**config.mk**
```make
export PLATFORM = sky130hd
export DESIGN_NAME = cit_timer
export DESIGN_NICKNAME = d
export VERILOG_FILES = /design/src/inc/cit_pkg.sv /design/src/cit_prescaler.sv /design/src/cit_timer.sv
export SDC_FILE = /design/constraint.sdc
export NUM_CORES = 1
export LEC_CHECK = 0
export ABC_AREA = 1
export BUFFER_PORTS_ARGS = -buffer_cell sky130_fd_sc_hd__buf_2
export CORE_ASPECT_RATIO = 1.25
export CORE_MARGIN = 5
export CORE_UTILIZATION = 57
export CTS_CLUSTER_SIZE = 40
export DETAILED_ROUTE_END_ITERATION = 6
export MAX_ROUTING_LAYER = met4
export PLACE_DENSITY = 0.87
export SYNTH_ARGS = -nofsm -noshare
export SYNTH_HDL_FRONTEND = slang
export SYNTH_SLANG_ARGS = --single-unit
```
**constraint.sdc**
```tcl
create_clock -name aclk -period 2.16 [get_ports aclk]
set_input_delay 0.432 -clock aclk [delete_from_list [all_inputs] [get_ports aclk]]
set_output_delay 0.432 -clock aclk [all_outputs]
set_load 0.01 [all_outputs]
```
**src/inc/cit_pkg.sv**
```systemverilog
// Constants and register map for the compare interval timer
package cit_pkg;

  // ---------------------------------------------------------------
  // Register byte offsets
  // ---------------------------------------------------------------
  localparam logic [5:0] CIT_OFF_COUNT_CTRL  = 6'h00; // count_control_reg
  localparam logic [5:0] CIT_OFF_UNIT_MODE   = 6'h04; // unit_mode_reg
  localparam logic [5:0] CIT_OFF_OUT_CTRL    = 6'h08; // output_control_reg
  localparam logic [5:0] CIT_OFF_PRESCALE    = 6'h0c; // prescale_select_reg
  localparam logic [5:0] CIT_OFF_CMP_A       = 6'h10; // compare_reg_a
  localparam logic [5:0] CIT_OFF_CMP_B       = 6'h14; // compare_reg_b
  localparam logic [5:0] CIT_OFF_COUNTER     = 6'h18; // up_counter_main (RO)
  localparam logic [5:0] CIT_OFF_IRQ_STATUS  = 6'h1c; // W1C sticky flags
  localparam logic [5:0] CIT_OFF_IRQ_MASK    = 6'h20; // 1 = enabled

  // ---------------------------------------------------------------
  // Field positions
  // ---------------------------------------------------------------
  localparam int CIT_CE_BIT     = 0; // count_enable_bit
  localparam int CIT_CLR_BIT    = 0; // unit mode: clear on match a
  localparam int CIT_SR_BIT     = 1; // unit mode: set/reset on wave a
  localparam int CIT_ENA_BIT    = 0; // pulse_output_enable_bit a
  localparam int CIT_ALVA_BIT   = 1; // active_level_bit a
  localparam int CIT_ENB_BIT    = 2; // pulse_output_enable_bit b
  localparam int CIT_ALVB_BIT   = 3; // active_level_bit b
  localparam int CIT_IRQ_MA_BIT = 0; // match_a_request_flag
  localparam int CIT_IRQ_MB_BIT = 1; // match_b_request_flag
  localparam int CIT_IRQ_OV_BIT = 2; // overflow request flag

  // ---------------------------------------------------------------
  // Widths, reset values, timing
  // ---------------------------------------------------------------
  localparam int          CIT_CNT_W      = 16;
  localparam int          CIT_PSC_W      = 7;   // divide up to 128
  localparam logic [2:0]  CIT_PSC_MAX    = 3'h4;
  localparam logic [15:0] CIT_CNT_RST    = 16'h0000;
  localparam logic [15:0] CIT_CNT_START  = 16'h0001;
  localparam logic [15:0] CIT_CNT_TOP    = 16'hffff;
  localparam logic [1:0]  CIT_RESP_OKAY  = 2'b00;
  localparam logic [1:0]  CIT_RESP_SLVERR = 2'b10;

endpackage

```
**src/cit_prescaler.sv**
```systemverilog
// Shared prescaler time base producing count clock enables
`timescale 1ns/10ps
module cit_prescaler
  import cit_pkg::*;
#(
  parameter int PSC_W = CIT_PSC_W
)
(
  input  wire logic       aclk,
  input  wire logic       aresetn,
  input  wire logic       run,
  input  wire logic [2:0] sel,
  output logic            tick
);

  typedef struct packed {
    logic [PSC_W-1:0] base;
    logic             tick;
  } cit_psc_st_t;

  cit_psc_st_t s_q;
  cit_psc_st_t s_d;
  logic [PSC_W-1:0] mask;

  always_comb
  begin
    // Divide by 8 << sel, at most 128, so mask low min(3+sel, PSC_W) bits
    mask = PSC_W'((8 << sel) - 1);
    s_d = s_q;
    s_d.tick = 1'b0;
    if (run)
    begin
      s_d.base = s_q.base + 1'b1;
      // Fires once per divided period of the free base
      if ((s_q.base & mask) == mask)
        s_d.tick = 1'b1;
    end
    else
    begin
      s_d.base = '0;
    end
  end

  always_ff @(posedge aclk)
  begin
    if (!aresetn)
      s_q <= '0;
    else
      s_q <= s_d;
  end

  assign tick = s_q.tick;

endmodule // cit_prescaler

```
**src/cit_timer.sv**
```systemverilog
// Compare interval timer with AXI4-Lite register slave
`timescale 1ns/10ps
module cit_timer
  import cit_pkg::*;
#(
  parameter int CNT_W = CIT_CNT_W
)
(
  input  wire logic        aclk,
  input  wire logic        aresetn,
  input  wire logic [5:0]  s_axi_awaddr,
  input  wire logic        s_axi_awvalid,
  output logic             s_axi_awready,
  input  wire logic [31:0] s_axi_wdata,
  input  wire logic [3:0]  s_axi_wstrb,
  input  wire logic        s_axi_wvalid,
  output logic             s_axi_wready,
  output logic [1:0]       s_axi_bresp,
  output logic             s_axi_bvalid,
  input  wire logic        s_axi_bready,
  input  wire logic [5:0]  s_axi_araddr,
  input  wire logic        s_axi_arvalid,
  output logic             s_axi_arready,
  output logic [31:0]      s_axi_rdata,
  output logic [1:0]       s_axi_rresp,
  output logic             s_axi_rvalid,
  input  wire logic        s_axi_rready,
  output logic             wave_out_a,
  output logic             wave_out_b,
  output logic             irq
);

  // ---------------------------------------------------------------
  // State
  // ---------------------------------------------------------------
  typedef struct packed {
    logic             awready;
    logic             wready;
    logic [5:0]       awaddr;
    logic             aw_held;
    logic [31:0]      wdata;
    logic [3:0]       wstrb;
    logic             w_held;
    logic             bvalid;
    logic [1:0]       bresp;
    logic             arready;
    logic             rvalid;
    logic [31:0]      rdata;
    logic [1:0]       rresp;
    logic             count_enable_bit;
    logic             started;
    logic [1:0]       unit_mode_reg;
    logic [3:0]       output_control_reg;
    logic [2:0]       prescale_select_reg;
    logic [CNT_W-1:0] compare_reg_a;
    logic [CNT_W-1:0] compare_reg_b;
    logic [CNT_W-1:0] up_counter_main;
    logic             clr_pend;
    logic [2:0]       irq_status;
    logic [2:0]       irq_mask;
    logic             wave_a;
    logic             wave_b;
    logic             irq;
  } cit_st_t;

  cit_st_t s_q;
  cit_st_t s_d;
  logic    tick;
  logic    base_run_q;

  // ---------------------------------------------------------------
  // Shared time base
  // ---------------------------------------------------------------
  // shared base
  // Base starts with the first enable and then runs freely
  always_ff @(posedge aclk)
  begin
    if (!aresetn)
      base_run_q <= 1'b0;
    else if (s_q.count_enable_bit)
      base_run_q <= 1'b1;
  end

  cit_prescaler u_psc (
    .aclk    (aclk),
    .aresetn (aresetn),
    .run     (base_run_q | s_q.count_enable_bit),
    .sel     (s_q.prescale_select_reg),
    .tick    (tick)
  );

  // ---------------------------------------------------------------
  // Next state
  // ---------------------------------------------------------------
  always_comb
  begin
    logic             do_wr;
    logic             inc;
    logic             mat_a;
    logic             mat_b;
    logic [CNT_W-1:0] nxt;
    logic [31:0]      wd;
    logic [2:0]       w1c;
    logic [2:0]       ev;
    do_wr = 1'b0;
    inc   = 1'b0;
    mat_a = 1'b0;
    mat_b = 1'b0;
    nxt   = '0;
    wd    = '0;
    w1c   = '0;
    ev    = '0;
    s_d   = s_q;

    // Write channel capture, either order
    if (s_q.awready && s_axi_awvalid)
    begin
      s_d.awaddr  = s_axi_awaddr;
      s_d.aw_held = 1'b1;
      s_d.awready = 1'b0;
    end
    if (s_q.wready && s_axi_wvalid)
    begin
      s_d.wdata  = s_axi_wdata;
      s_d.wstrb  = s_axi_wstrb;
      s_d.w_held = 1'b1;
      s_d.wready = 1'b0;
    end
    if (s_q.aw_held && s_q.w_held && !s_q.bvalid)
    begin
      do_wr       = 1'b1;
      s_d.aw_held = 1'b0;
      s_d.w_held  = 1'b0;
      s_d.bvalid  = 1'b1;
      s_d.bresp   = CIT_RESP_OKAY;
    end
    if (s_q.bvalid && s_axi_bready)
    begin
      s_d.bvalid  = 1'b0;
      s_d.awready = 1'b1;
      s_d.wready  = 1'b1;
    end

    // Byte lanes without strobe write as zero
    for (int i = 0; i < 4; i++)
      wd[8*i +: 8] = s_q.wstrb[i] ? s_q.wdata[8*i +: 8] : 8'h00;

    // ---------------------------------------------------------------
    // Counter
    // ---------------------------------------------------------------
    if (s_q.count_enable_bit && tick)
    begin
      if (!s_q.started || s_q.clr_pend)
        nxt = s_q.clr_pend ? CNT_W'(CIT_CNT_RST) : CNT_W'(CIT_CNT_START);
      else
        nxt = s_q.up_counter_main + 1'b1;
      if (!s_q.started && !s_q.clr_pend)
        nxt = CNT_W'(CIT_CNT_START);
      inc = 1'b1;
      s_d.started = 1'b1;
      s_d.up_counter_main = nxt;
      s_d.clr_pend = 1'b0;
      if (s_q.started && !s_q.clr_pend &&
          s_q.up_counter_main == CNT_W'(CIT_CNT_TOP))
        ev[CIT_IRQ_OV_BIT] = 1'b1;
    end
    if (inc)
    begin
      mat_a = (nxt == s_q.compare_reg_a);
      mat_b = (nxt == s_q.compare_reg_b);
    end
    if (mat_a && s_q.unit_mode_reg[CIT_CLR_BIT])
      s_d.clr_pend = 1'b1;
    ev[CIT_IRQ_MA_BIT] = mat_a;
    ev[CIT_IRQ_MB_BIT] = mat_b;

    // Output control: toggle or set/reset
    // match drives pin
    if (s_q.unit_mode_reg[CIT_SR_BIT])
    begin
      if (mat_a)
        s_d.wave_a = 1'b1;
      else if (mat_b)
        s_d.wave_a = 1'b0;
    end
    else if (mat_a)
      s_d.wave_a = !s_q.wave_a;
    if (mat_b)
      s_d.wave_b = !s_q.wave_b;

    // ---------------------------------------------------------------
    // Register writes
    // ---------------------------------------------------------------
    if (do_wr)
    begin
      case (s_q.awaddr)
        CIT_OFF_COUNT_CTRL:
        begin
          s_d.count_enable_bit = wd[CIT_CE_BIT];
          if (!wd[CIT_CE_BIT])
          begin
            s_d.up_counter_main = CNT_W'(CIT_CNT_RST);
            s_d.started  = 1'b0;
            s_d.clr_pend = 1'b0;
          end
        end
        CIT_OFF_UNIT_MODE:  s_d.unit_mode_reg       = wd[1:0];
        CIT_OFF_OUT_CTRL:   s_d.output_control_reg  = wd[3:0];
        CIT_OFF_PRESCALE:   s_d.prescale_select_reg = wd[2:0];
        CIT_OFF_CMP_A:      s_d.compare_reg_a = wd[CNT_W-1:0];
        CIT_OFF_CMP_B:      s_d.compare_reg_b = wd[CNT_W-1:0];
        CIT_OFF_IRQ_STATUS: w1c = wd[2:0];
        CIT_OFF_IRQ_MASK:   s_d.irq_mask = wd[2:0];
        default:            s_d.bresp = CIT_RESP_SLVERR;
      endcase
    end

    // match survives stop
    // Set wins over write-one clear
    s_d.irq_status = (s_q.irq_status & ~w1c) | ev;
    s_d.irq = |(s_d.irq_status & s_d.irq_mask);

    // ---------------------------------------------------------------
    // Read channel
    // ---------------------------------------------------------------
    if (s_q.arready && s_axi_arvalid)
    begin
      s_d.arready = 1'b0;
      s_d.rvalid  = 1'b1;
      s_d.rresp   = CIT_RESP_OKAY;
      s_d.rdata   = '0;
      case (s_axi_araddr)
        CIT_OFF_COUNT_CTRL: s_d.rdata[0]   = s_q.count_enable_bit;
        CIT_OFF_UNIT_MODE:  s_d.rdata[1:0] = s_q.unit_mode_reg;
        CIT_OFF_OUT_CTRL:   s_d.rdata[3:0] = s_q.output_control_reg;
        CIT_OFF_PRESCALE:   s_d.rdata[2:0] = s_q.prescale_select_reg;
        CIT_OFF_CMP_A:      s_d.rdata[CNT_W-1:0] = s_q.compare_reg_a;
        CIT_OFF_CMP_B:      s_d.rdata[CNT_W-1:0] = s_q.compare_reg_b;
        CIT_OFF_COUNTER:    s_d.rdata[CNT_W-1:0] = s_q.up_counter_main;
        CIT_OFF_IRQ_STATUS: s_d.rdata[2:0] = s_q.irq_status;
        CIT_OFF_IRQ_MASK:   s_d.rdata[2:0] = s_q.irq_mask;
        default:            s_d.rresp = CIT_RESP_SLVERR;
      endcase
    end
    if (s_q.rvalid && s_axi_rready)
    begin
      s_d.rvalid  = 1'b0;
      s_d.arready = 1'b1;
    end
  end

  always_ff @(posedge aclk)
  begin
    if (!aresetn)
    begin
      s_q         <= '0;
      s_q.awready <= 1'b1;
      s_q.wready  <= 1'b1;
      s_q.arready <= 1'b1;
    end
    else
      s_q <= s_d;
  end

  // ---------------------------------------------------------------
  // Pins: disabled output holds inverse of active level
  // ---------------------------------------------------------------
  logic wave_a_pin_q;
  logic wave_b_pin_q;

  always_ff @(posedge aclk)
  begin
    if (!aresetn)
    begin
      wave_a_pin_q <= 1'b1;
      wave_b_pin_q <= 1'b1;
    end
    else
    begin
      wave_a_pin_q <= s_d.output_control_reg[CIT_ENA_BIT] ? s_d.wave_a :
                      !s_d.output_control_reg[CIT_ALVA_BIT];
      wave_b_pin_q <= s_d.output_control_reg[CIT_ENB_BIT] ? s_d.wave_b :
                      !s_d.output_control_reg[CIT_ALVB_BIT];
    end
  end

  assign s_axi_awready = s_q.awready;
  assign s_axi_wready  = s_q.wready;
  assign s_axi_bresp   = s_q.bresp;
  assign s_axi_bvalid  = s_q.bvalid;
  assign s_axi_arready = s_q.arready;
  assign s_axi_rdata   = s_q.rdata;
  assign s_axi_rresp   = s_q.rresp;
  assign s_axi_rvalid  = s_q.rvalid;
  assign wave_out_a    = wave_a_pin_q;
  assign wave_out_b    = wave_b_pin_q;
  assign irq           = s_q.irq;

endmodule // cit_timer

```
Word level (Yosys, flattened, before mapping)
Cells that the tools add are included.
{"block": "op_classes", "addsub": 3, "multipliers": 0, "div_mod_pow": 0, "magnitude_cmp": 0, "eq_ne": 19, "shifts": 1, "n_mux": 46, "bitwise": 7, "reduce_logical": 34}
{"cell": "$mux 16", "count": 5}
{"cell": "$mux 59", "count": 1}
{"cell": "$mux 17", "count": 3}
{"cell": "$eq 6x5->1 const B", "count": 7}
{"cell": "$pmux 12 s3", "count": 1}
{"cell": "$eq 16x16->1", "count": 2}
{"cell": "$eq 6x4->1 const B", "count": 4}
{"cell": "$mux 1", "count": 19}
{"cell": "$add 16x1->16 const B", "count": 1}
{"cell": "$eq 16x16->1 const B", "count": 1}
{"cell": "$mux 8", "count": 2}
{"cell": "$mux 3", "count": 5}
{"cell": "$eq 6x3->1 const B", "count": 2}
{"cell": "$eq 6x6->1 const B", "count": 2}
{"cell": "$logic_and 1x1->1", "count": 12}
{"cell": "$logic_not 6->1", "count": 2}
{"cell": "$reduce_and 2->1", "count": 6}
{"cell": "$mux 2", "count": 5}
{"cell": "$pmux 1 s9", "count": 1}
{"cell": "$reduce_or 9->1", "count": 1}
{"cell": "$pmux 1 s8", "count": 1}
{"cell": "$reduce_or 8->1", "count": 1}
{"cell": "$add 7x1->7 const B", "count": 1}
{"cell": "$and 7x7->7", "count": 1}
{"cell": "15 further kinds", "count": 24}
{"block": "word_totals", "ff_bits": 149, "latch_bits": 0, "mem_bits_rw": 0, "mem_bits_ro": 0, "inputBits": 55, "output_inout_bits": 44, "word_cells": 142, "mem_count": 0}

Logic depth before layout (Yosys ltp)
{"block": "depth", "word_depth": 14, "mapped_depth": 17}

Modules after synthesis
A second synthesis with hierarchy kept.
{"block": "unflattened", "hier_cells": 997, "area_unflattened_um2": 6665.1}
{"module": "cit_timer", "n_inst": 1, "cells_each": 940, "area_each_um2": 6274.8, "seq_area_each_um2": 2442.3}
{"module": "cit_prescaler", "n_inst": 1, "cells_each": 57, "area_each_um2": 390.4, "seq_area_each_um2": 160.2}

Worst setup path before layout
No wires, ideal clock.
{"block": "synth_timing", "kind": "register -> register", "from": "reg s_q[10] in the netlist's numbering", "to": "reg wave_a_pin_q, in the netlist wave_out_a", "arrival_ns": 1.804, "setup_slack_ns": 0.241, "path_stages_with_launch": 14, "n_path_buf": 0, "synth_period_minus_slack_ns": 1.919, "path_cell_list": "dfxtp_1 > ha_1 > nand2_4 > o21ai_0 > nand3_1 > xnor2_1 > nor2_1 > nand3_1 > nor2_1 > nand3_2 > nand3_1 > nand2_1 > nand2_1 > nand2_1"}
{"block": "synth_via", "elab_chain_len": 10, "elab_cells_between_ends": 13, "classes_between": "add/sub: 1; eq/ne: 2; mux: 10"}
{"item": "from (decl)", "line": "cit_timer.sv:66", "text": "cit_st_t s_q;"}
{"item": "$add 16x1->16 *", "line": "cit_timer.sv:156", "text": "nxt = s_q.up_counter_main + 1'b1;"}
{"item": "$mux 16 *", "line": "cit_timer.sv:153", "text": "if (!s_q.started || s_q.clr_pend)"}
{"item": "$mux 16 *", "line": "cit_timer.sv:157", "text": "if (!s_q.started && !s_q.clr_pend)"}
{"item": "$mux 16 *", "line": "cit_timer.sv:151", "text": "if (s_q.count_enable_bit && tick)"}
{"item": "$eq 16x16->1", "line": "cit_timer.sv:170", "text": "mat_b = (nxt == s_q.compare_reg_b);"}
{"item": "$mux 1", "line": "cit_timer.sv:167", "text": "if (inc)"}
{"item": "$mux 1", "line": "cit_timer.sv:183", "text": "else if (mat_b)"}
{"item": "$mux 1", "line": "cit_timer.sv:181", "text": "if (mat_a)"}
{"item": "$mux 1 *", "line": "cit_timer.sv:179", "text": "if (s_q.unit_mode_reg[CIT_SR_BIT])"}
{"item": "$mux 1 *", "line": "cit_timer.sv:280", "text": "wave_a_pin_q <= s_d.output_control_reg[CIT_ENA_BIT] ? s_d.wave_a :"}
{"item": "to (signal assigned)", "line": "cit_timer.sv:280"}
{"item": "to (decl)", "line": "cit_timer.sv:268", "text": "logic wave_a_pin_q;"}
Mark *: on every way between the ends. The rest lies on a longest branch, timed or not.
A chain may end at the register's enable or synchronous reset.

Worst setup path after layout
{"block": "layout_timing", "from": "reg s_q[11] in the netlist's numbering", "to": "reg s_q[9] in the netlist's numbering"}
{"block": "layout_via", "elab_chain_len": 11}
{"item": "$add 16x1->16 *", "line": "cit_timer.sv:156"}
{"item": "$mux 16 *", "line": "cit_timer.sv:153"}
{"item": "$mux 16 *", "line": "cit_timer.sv:157"}
{"item": "$mux 16 *", "line": "cit_timer.sv:151"}
{"item": "$eq 16x16->1 *", "line": "cit_timer.sv:169", "text": "mat_a = (nxt == s_q.compare_reg_a);"}
{"item": "$mux 1 *", "line": "cit_timer.sv:167"}
{"item": "$logic_and 1x1->1 *", "line": "cit_timer.sv:172", "text": "if (mat_a && s_q.unit_mode_reg[CIT_CLR_BIT])"}
{"item": "$mux 1 *", "line": "cit_timer.sv:172"}
{"item": "$mux 17", "line": "cit_timer.sv:200", "text": "if (!wd[CIT_CE_BIT])"}
{"item": "$mux 17", "line": "cit_timer.sv:196", "text": "case (s_q.awaddr)"}
{"item": "$mux 59 *", "line": "cit_timer.sv:194", "text": "if (do_wr)"}
Marked as above.

==> key figures <==
Yosys
  • Synth area leader: dfxtp_1
  • Top-area cell type share of the netlist area: 39.98%
  • Unique masters post-synth: 41
  • Adder-Cell Fraction of Synth Area: 0.5766%
  • Main combinational cell family by area after synthesis: simple AND/OR/NAND/NOR gates
  • Synth area leaders: dfxtp_1 40%, nand2_1 11%, nor2_1 8.0%
  • Syn Area/Cell: 6.933 um^2
  • Post-synthesis mux area share: 0%
  • Post-synthesis xor/xnor area fraction: 0.9418%
  • Synthesis Warnings: 0
  • Number of synthesized flops with an enable pin: 0
  • Commonest register cell after synthesis: dfxtp_1
  • Asr flop ratio synth: 0%
  • Simple-Gate Fraction of Synth Area: 28.91%
  • Syn Inst Count: 939
  • Seq/Total Area, Yosys: 39.98%
  • Mapped Area: 6510 um^2
  • Compound-Gate Fraction of Synth Area: 17.09%
  • #FFs+latches synth: 130

Clock network
  • CTS tree: built
  • Root buffer cell: clkbuf_16
  • Clock sink count: 130
  • Worst-skew pair later-pin latency: 420 ps
  • Num CTS Buffers: 17
  • CTS H-tree lvls: 4
  • Clk pin slew, worst setup/hold paths: 60 ps
  • Hold buffers post-CTS: 0
  • Clock Path Buffers: 2

STA
  • Max Slew Vio Count: 0
  • Unrepaired setup endpoints after global routing: true
  • Max-slew headroom: 62.30%
  • Final setup violation count: 0
  • Final hold viol count: 0
  • Max Fclk: 0.4684 GHz
  • Period utilization: 98.83%
  • Slew at the pin with the worst max-slew slack: 564.8 ps
  • Min Clock Period, post-route: 2135 ps
  • Clock skew: 6.506 ps
  • Min setup slack post-route: 25.20 ps

Route
  • Vias per inst: 5.552
  • Final antenna-violating net count: 0
  • Avg WL per Cell: 14.97 um
  • Vias: 6,401
  • Post-Route WL: 17,270 um
  • Detailed router's first-iteration violation count: 557
  • DRT Pass-1 Iters: 5
  • Residual DRC count: 0

Worst setup path
  • Worst Path Required: 2520 ps
  • Crit Path Class: reg -> reg
  • Critical-path maximum fanout: 5
  • CP Capture Type: flip-flop
  • Worst Path Arrival: 2500 ps
  • Worst setup SP type: flip-flop

Finish
  • Share of cells above drive strength 1: 19.35%
  • Syn-to-layout area delta: 18.89%
  • Total Nets Final: 1,064
  • Final core area utilization: 69.50%
  • N_diodes: 0
  • Area of the multi-input gates: 3292 um^2
  • Sequential cell area: 2619 um^2
  • Fill cells: 916

Pwr
  • PwrDens: 737.8 nW/um^2
  • Peak supply drop: 0.6396 mV
  • Leakage: 0.003188 uW
  • Total power: 5711 uW

Floorplan
  • Starting density of the core: 58.45%
  • Die W: 105.6 um
  • I/O pin cnt: 99
  • Core ar.: 11,140 um^2
  • Row count: 43
  • Die area: 13,670 um^2
  • Die H: 129.5 um

Place
  • DP Wirelength: 12,260 um
  • GPL Wtd Cong: 0.9493
  • Post-place setup slack: -1.582 ps
  • PortBufs: 63

GRT
  • First-pass GRT wire length: 27,710 um
  • Number of global-route vias before repair: 5,892
  • Antenna violations before repair: 0
  • GRT overflow: 0
  • Gr usage total: 26.06%
  • Pin count of the biggest net entering global routing: 30

Run
  • Max cap viols: 0

Hold path
  • Hold crit path type: in -> reg

Outcome
  • Status: complete, no violations
## layout by cell type (no fill, tap or decap), drive strengths merged
cell	n
nand2	197
conb	17
inv	110
o21a	3
a221oi	3
clkinvlp	3
xor2	3
buf	99
nand3b	2
nor4	4
a2111oi	1
ha	3
nand4	16
xnor2	4
a31oi	1
o221ai	10
nor3	8
nor3b	1
o22ai	8
o21bai	1
nand3	50
clkinv	8
nor2	149
o21ai	71
a21oi	67
o211ai	1
or2	1
o2111ai	2
a211oi	24
bufinv	3
clkbuf	18
dfxtp	130
## synth_stat cells, types with 7 or more instances
| cell type | count |
|---|---|
| clkbuf_1 | 28 |
| nand2_1 | 189 |
| nand3_1 | 45 |
| o221ai_1 | 10 |
| buf_4 | 37 |
| nor2_1 | 138 |
| a21oi_1 | 67 |
| dfxtp_1 | 130 |
| a211oi_1 | 24 |
| nor3_1 | 7 |
| o21ai_0 | 65 |
| o22ai_1 | 8 |
| nand4_1 | 16 |
| inv_1 | 107 |
## critical path, stage by stage (launching register included)
cell and delay [ps]:
dfxtp_2 360, ha_4 160, nand2_4 90, nor2_4 190
nand2_2 70, nand2_2 100, nand2_2 70, xor2_1 150
nor2_1 160, nand2_1 80, nor2_2 140, nand3_2 130
buf_12 160, o22ai_2 70, inv_1 60, nor2_2 70
## layout make-up
class,count,area share (%)
sequential,130,33.83
inverter,110,5.367
clock buffer,17,5.496
tap,135,2.182
timing repair buffer,100,8.471
multi-input combinational,647,42.53
clock inverter,14,2.118
## through the flow
stage | instance area, um^2 | hold WS (ps) | TNS (ps) | instances
2_1_floorplan | 6570 | 408.7 | 0 | 955
3_3_place_gp | 6927 | 412.6 | 0 | 1116
3_5_place_dp | 6927 | 425.1 | -1.582 | 1116
4_1_cts | 7530 | 233.4 | 0 | 1147
5_1_grt | 7740 | 256.4 | -223.6 | 1153
6_report | 7740 | 240.4 | 0 | 1153
## worst paths after layout
check                   endpoint  slack, ps  depth (start not counted)      startpoint
setup / recovery          s_q[9]         30                         15         s_q[11]
hold / removal     s_axi_arready        240                          3    s_axi_rready
setup reg to reg          s_q[9]         30                         15         s_q[11]
hold reg to reg   s_axi_bresp[0]        440                          2  s_axi_bresp[0]
## layer usage
metal / wire (um) / track usage [%]
met1: 7027 / 31.13
met5: 0 / -
met4: 513 / 10.90
met2: 8264 / 43.06
met3: 1460 / 5.331
## flip-flops by register name (all words and copies together) (netlist names), named ones only
name	count
u_psc.tick	1
s_axi_awready	1
wave_out_a	1
u_psc.s_q	7
s_axi_wready	1
irq	1
s_axi_rvalid	1
s_axi_rdata	16
s_axi_bvalid	1
s_axi_arready	1
wave_out_b	1
s_axi_rresp	1
s_axi_bresp	1
s_q	94
base_run_q	1
## power breakdown
group          switching (uW)  internal (uW)  leakage, uW  total (uW)
Clock                    1090           1800     0.000285        2890
Combinational             215            107      0.00184         323
Sequential               42.2           2460      0.00106        2500
Total                    1340           4370      0.00319        5710
## kinds of logic (layout without fill, tap and decap cells)
| family | count (synthesis) | in the layout |
|---|---|---|
| simple gates | 428 | 428 |
| compound gates | 192 | 192 |
| buf+inv | 178 | 241 |
| flops | 130 | 130 |
| xor+xnor | 7 | 7 |
| fa+ha+maj | 3 | 3 |
| other cells | 1 | 17 |
## repair_timing
action                                  4_1_cts  5_1_grt
gates resized for setup                       5       45
cloned                                        0        1
setup buffers                                 0        5
endpoints found under the setup margin        4        8
pin swaps                                     0       24
No activity file was read; power rests on OpenSTA's default activity.
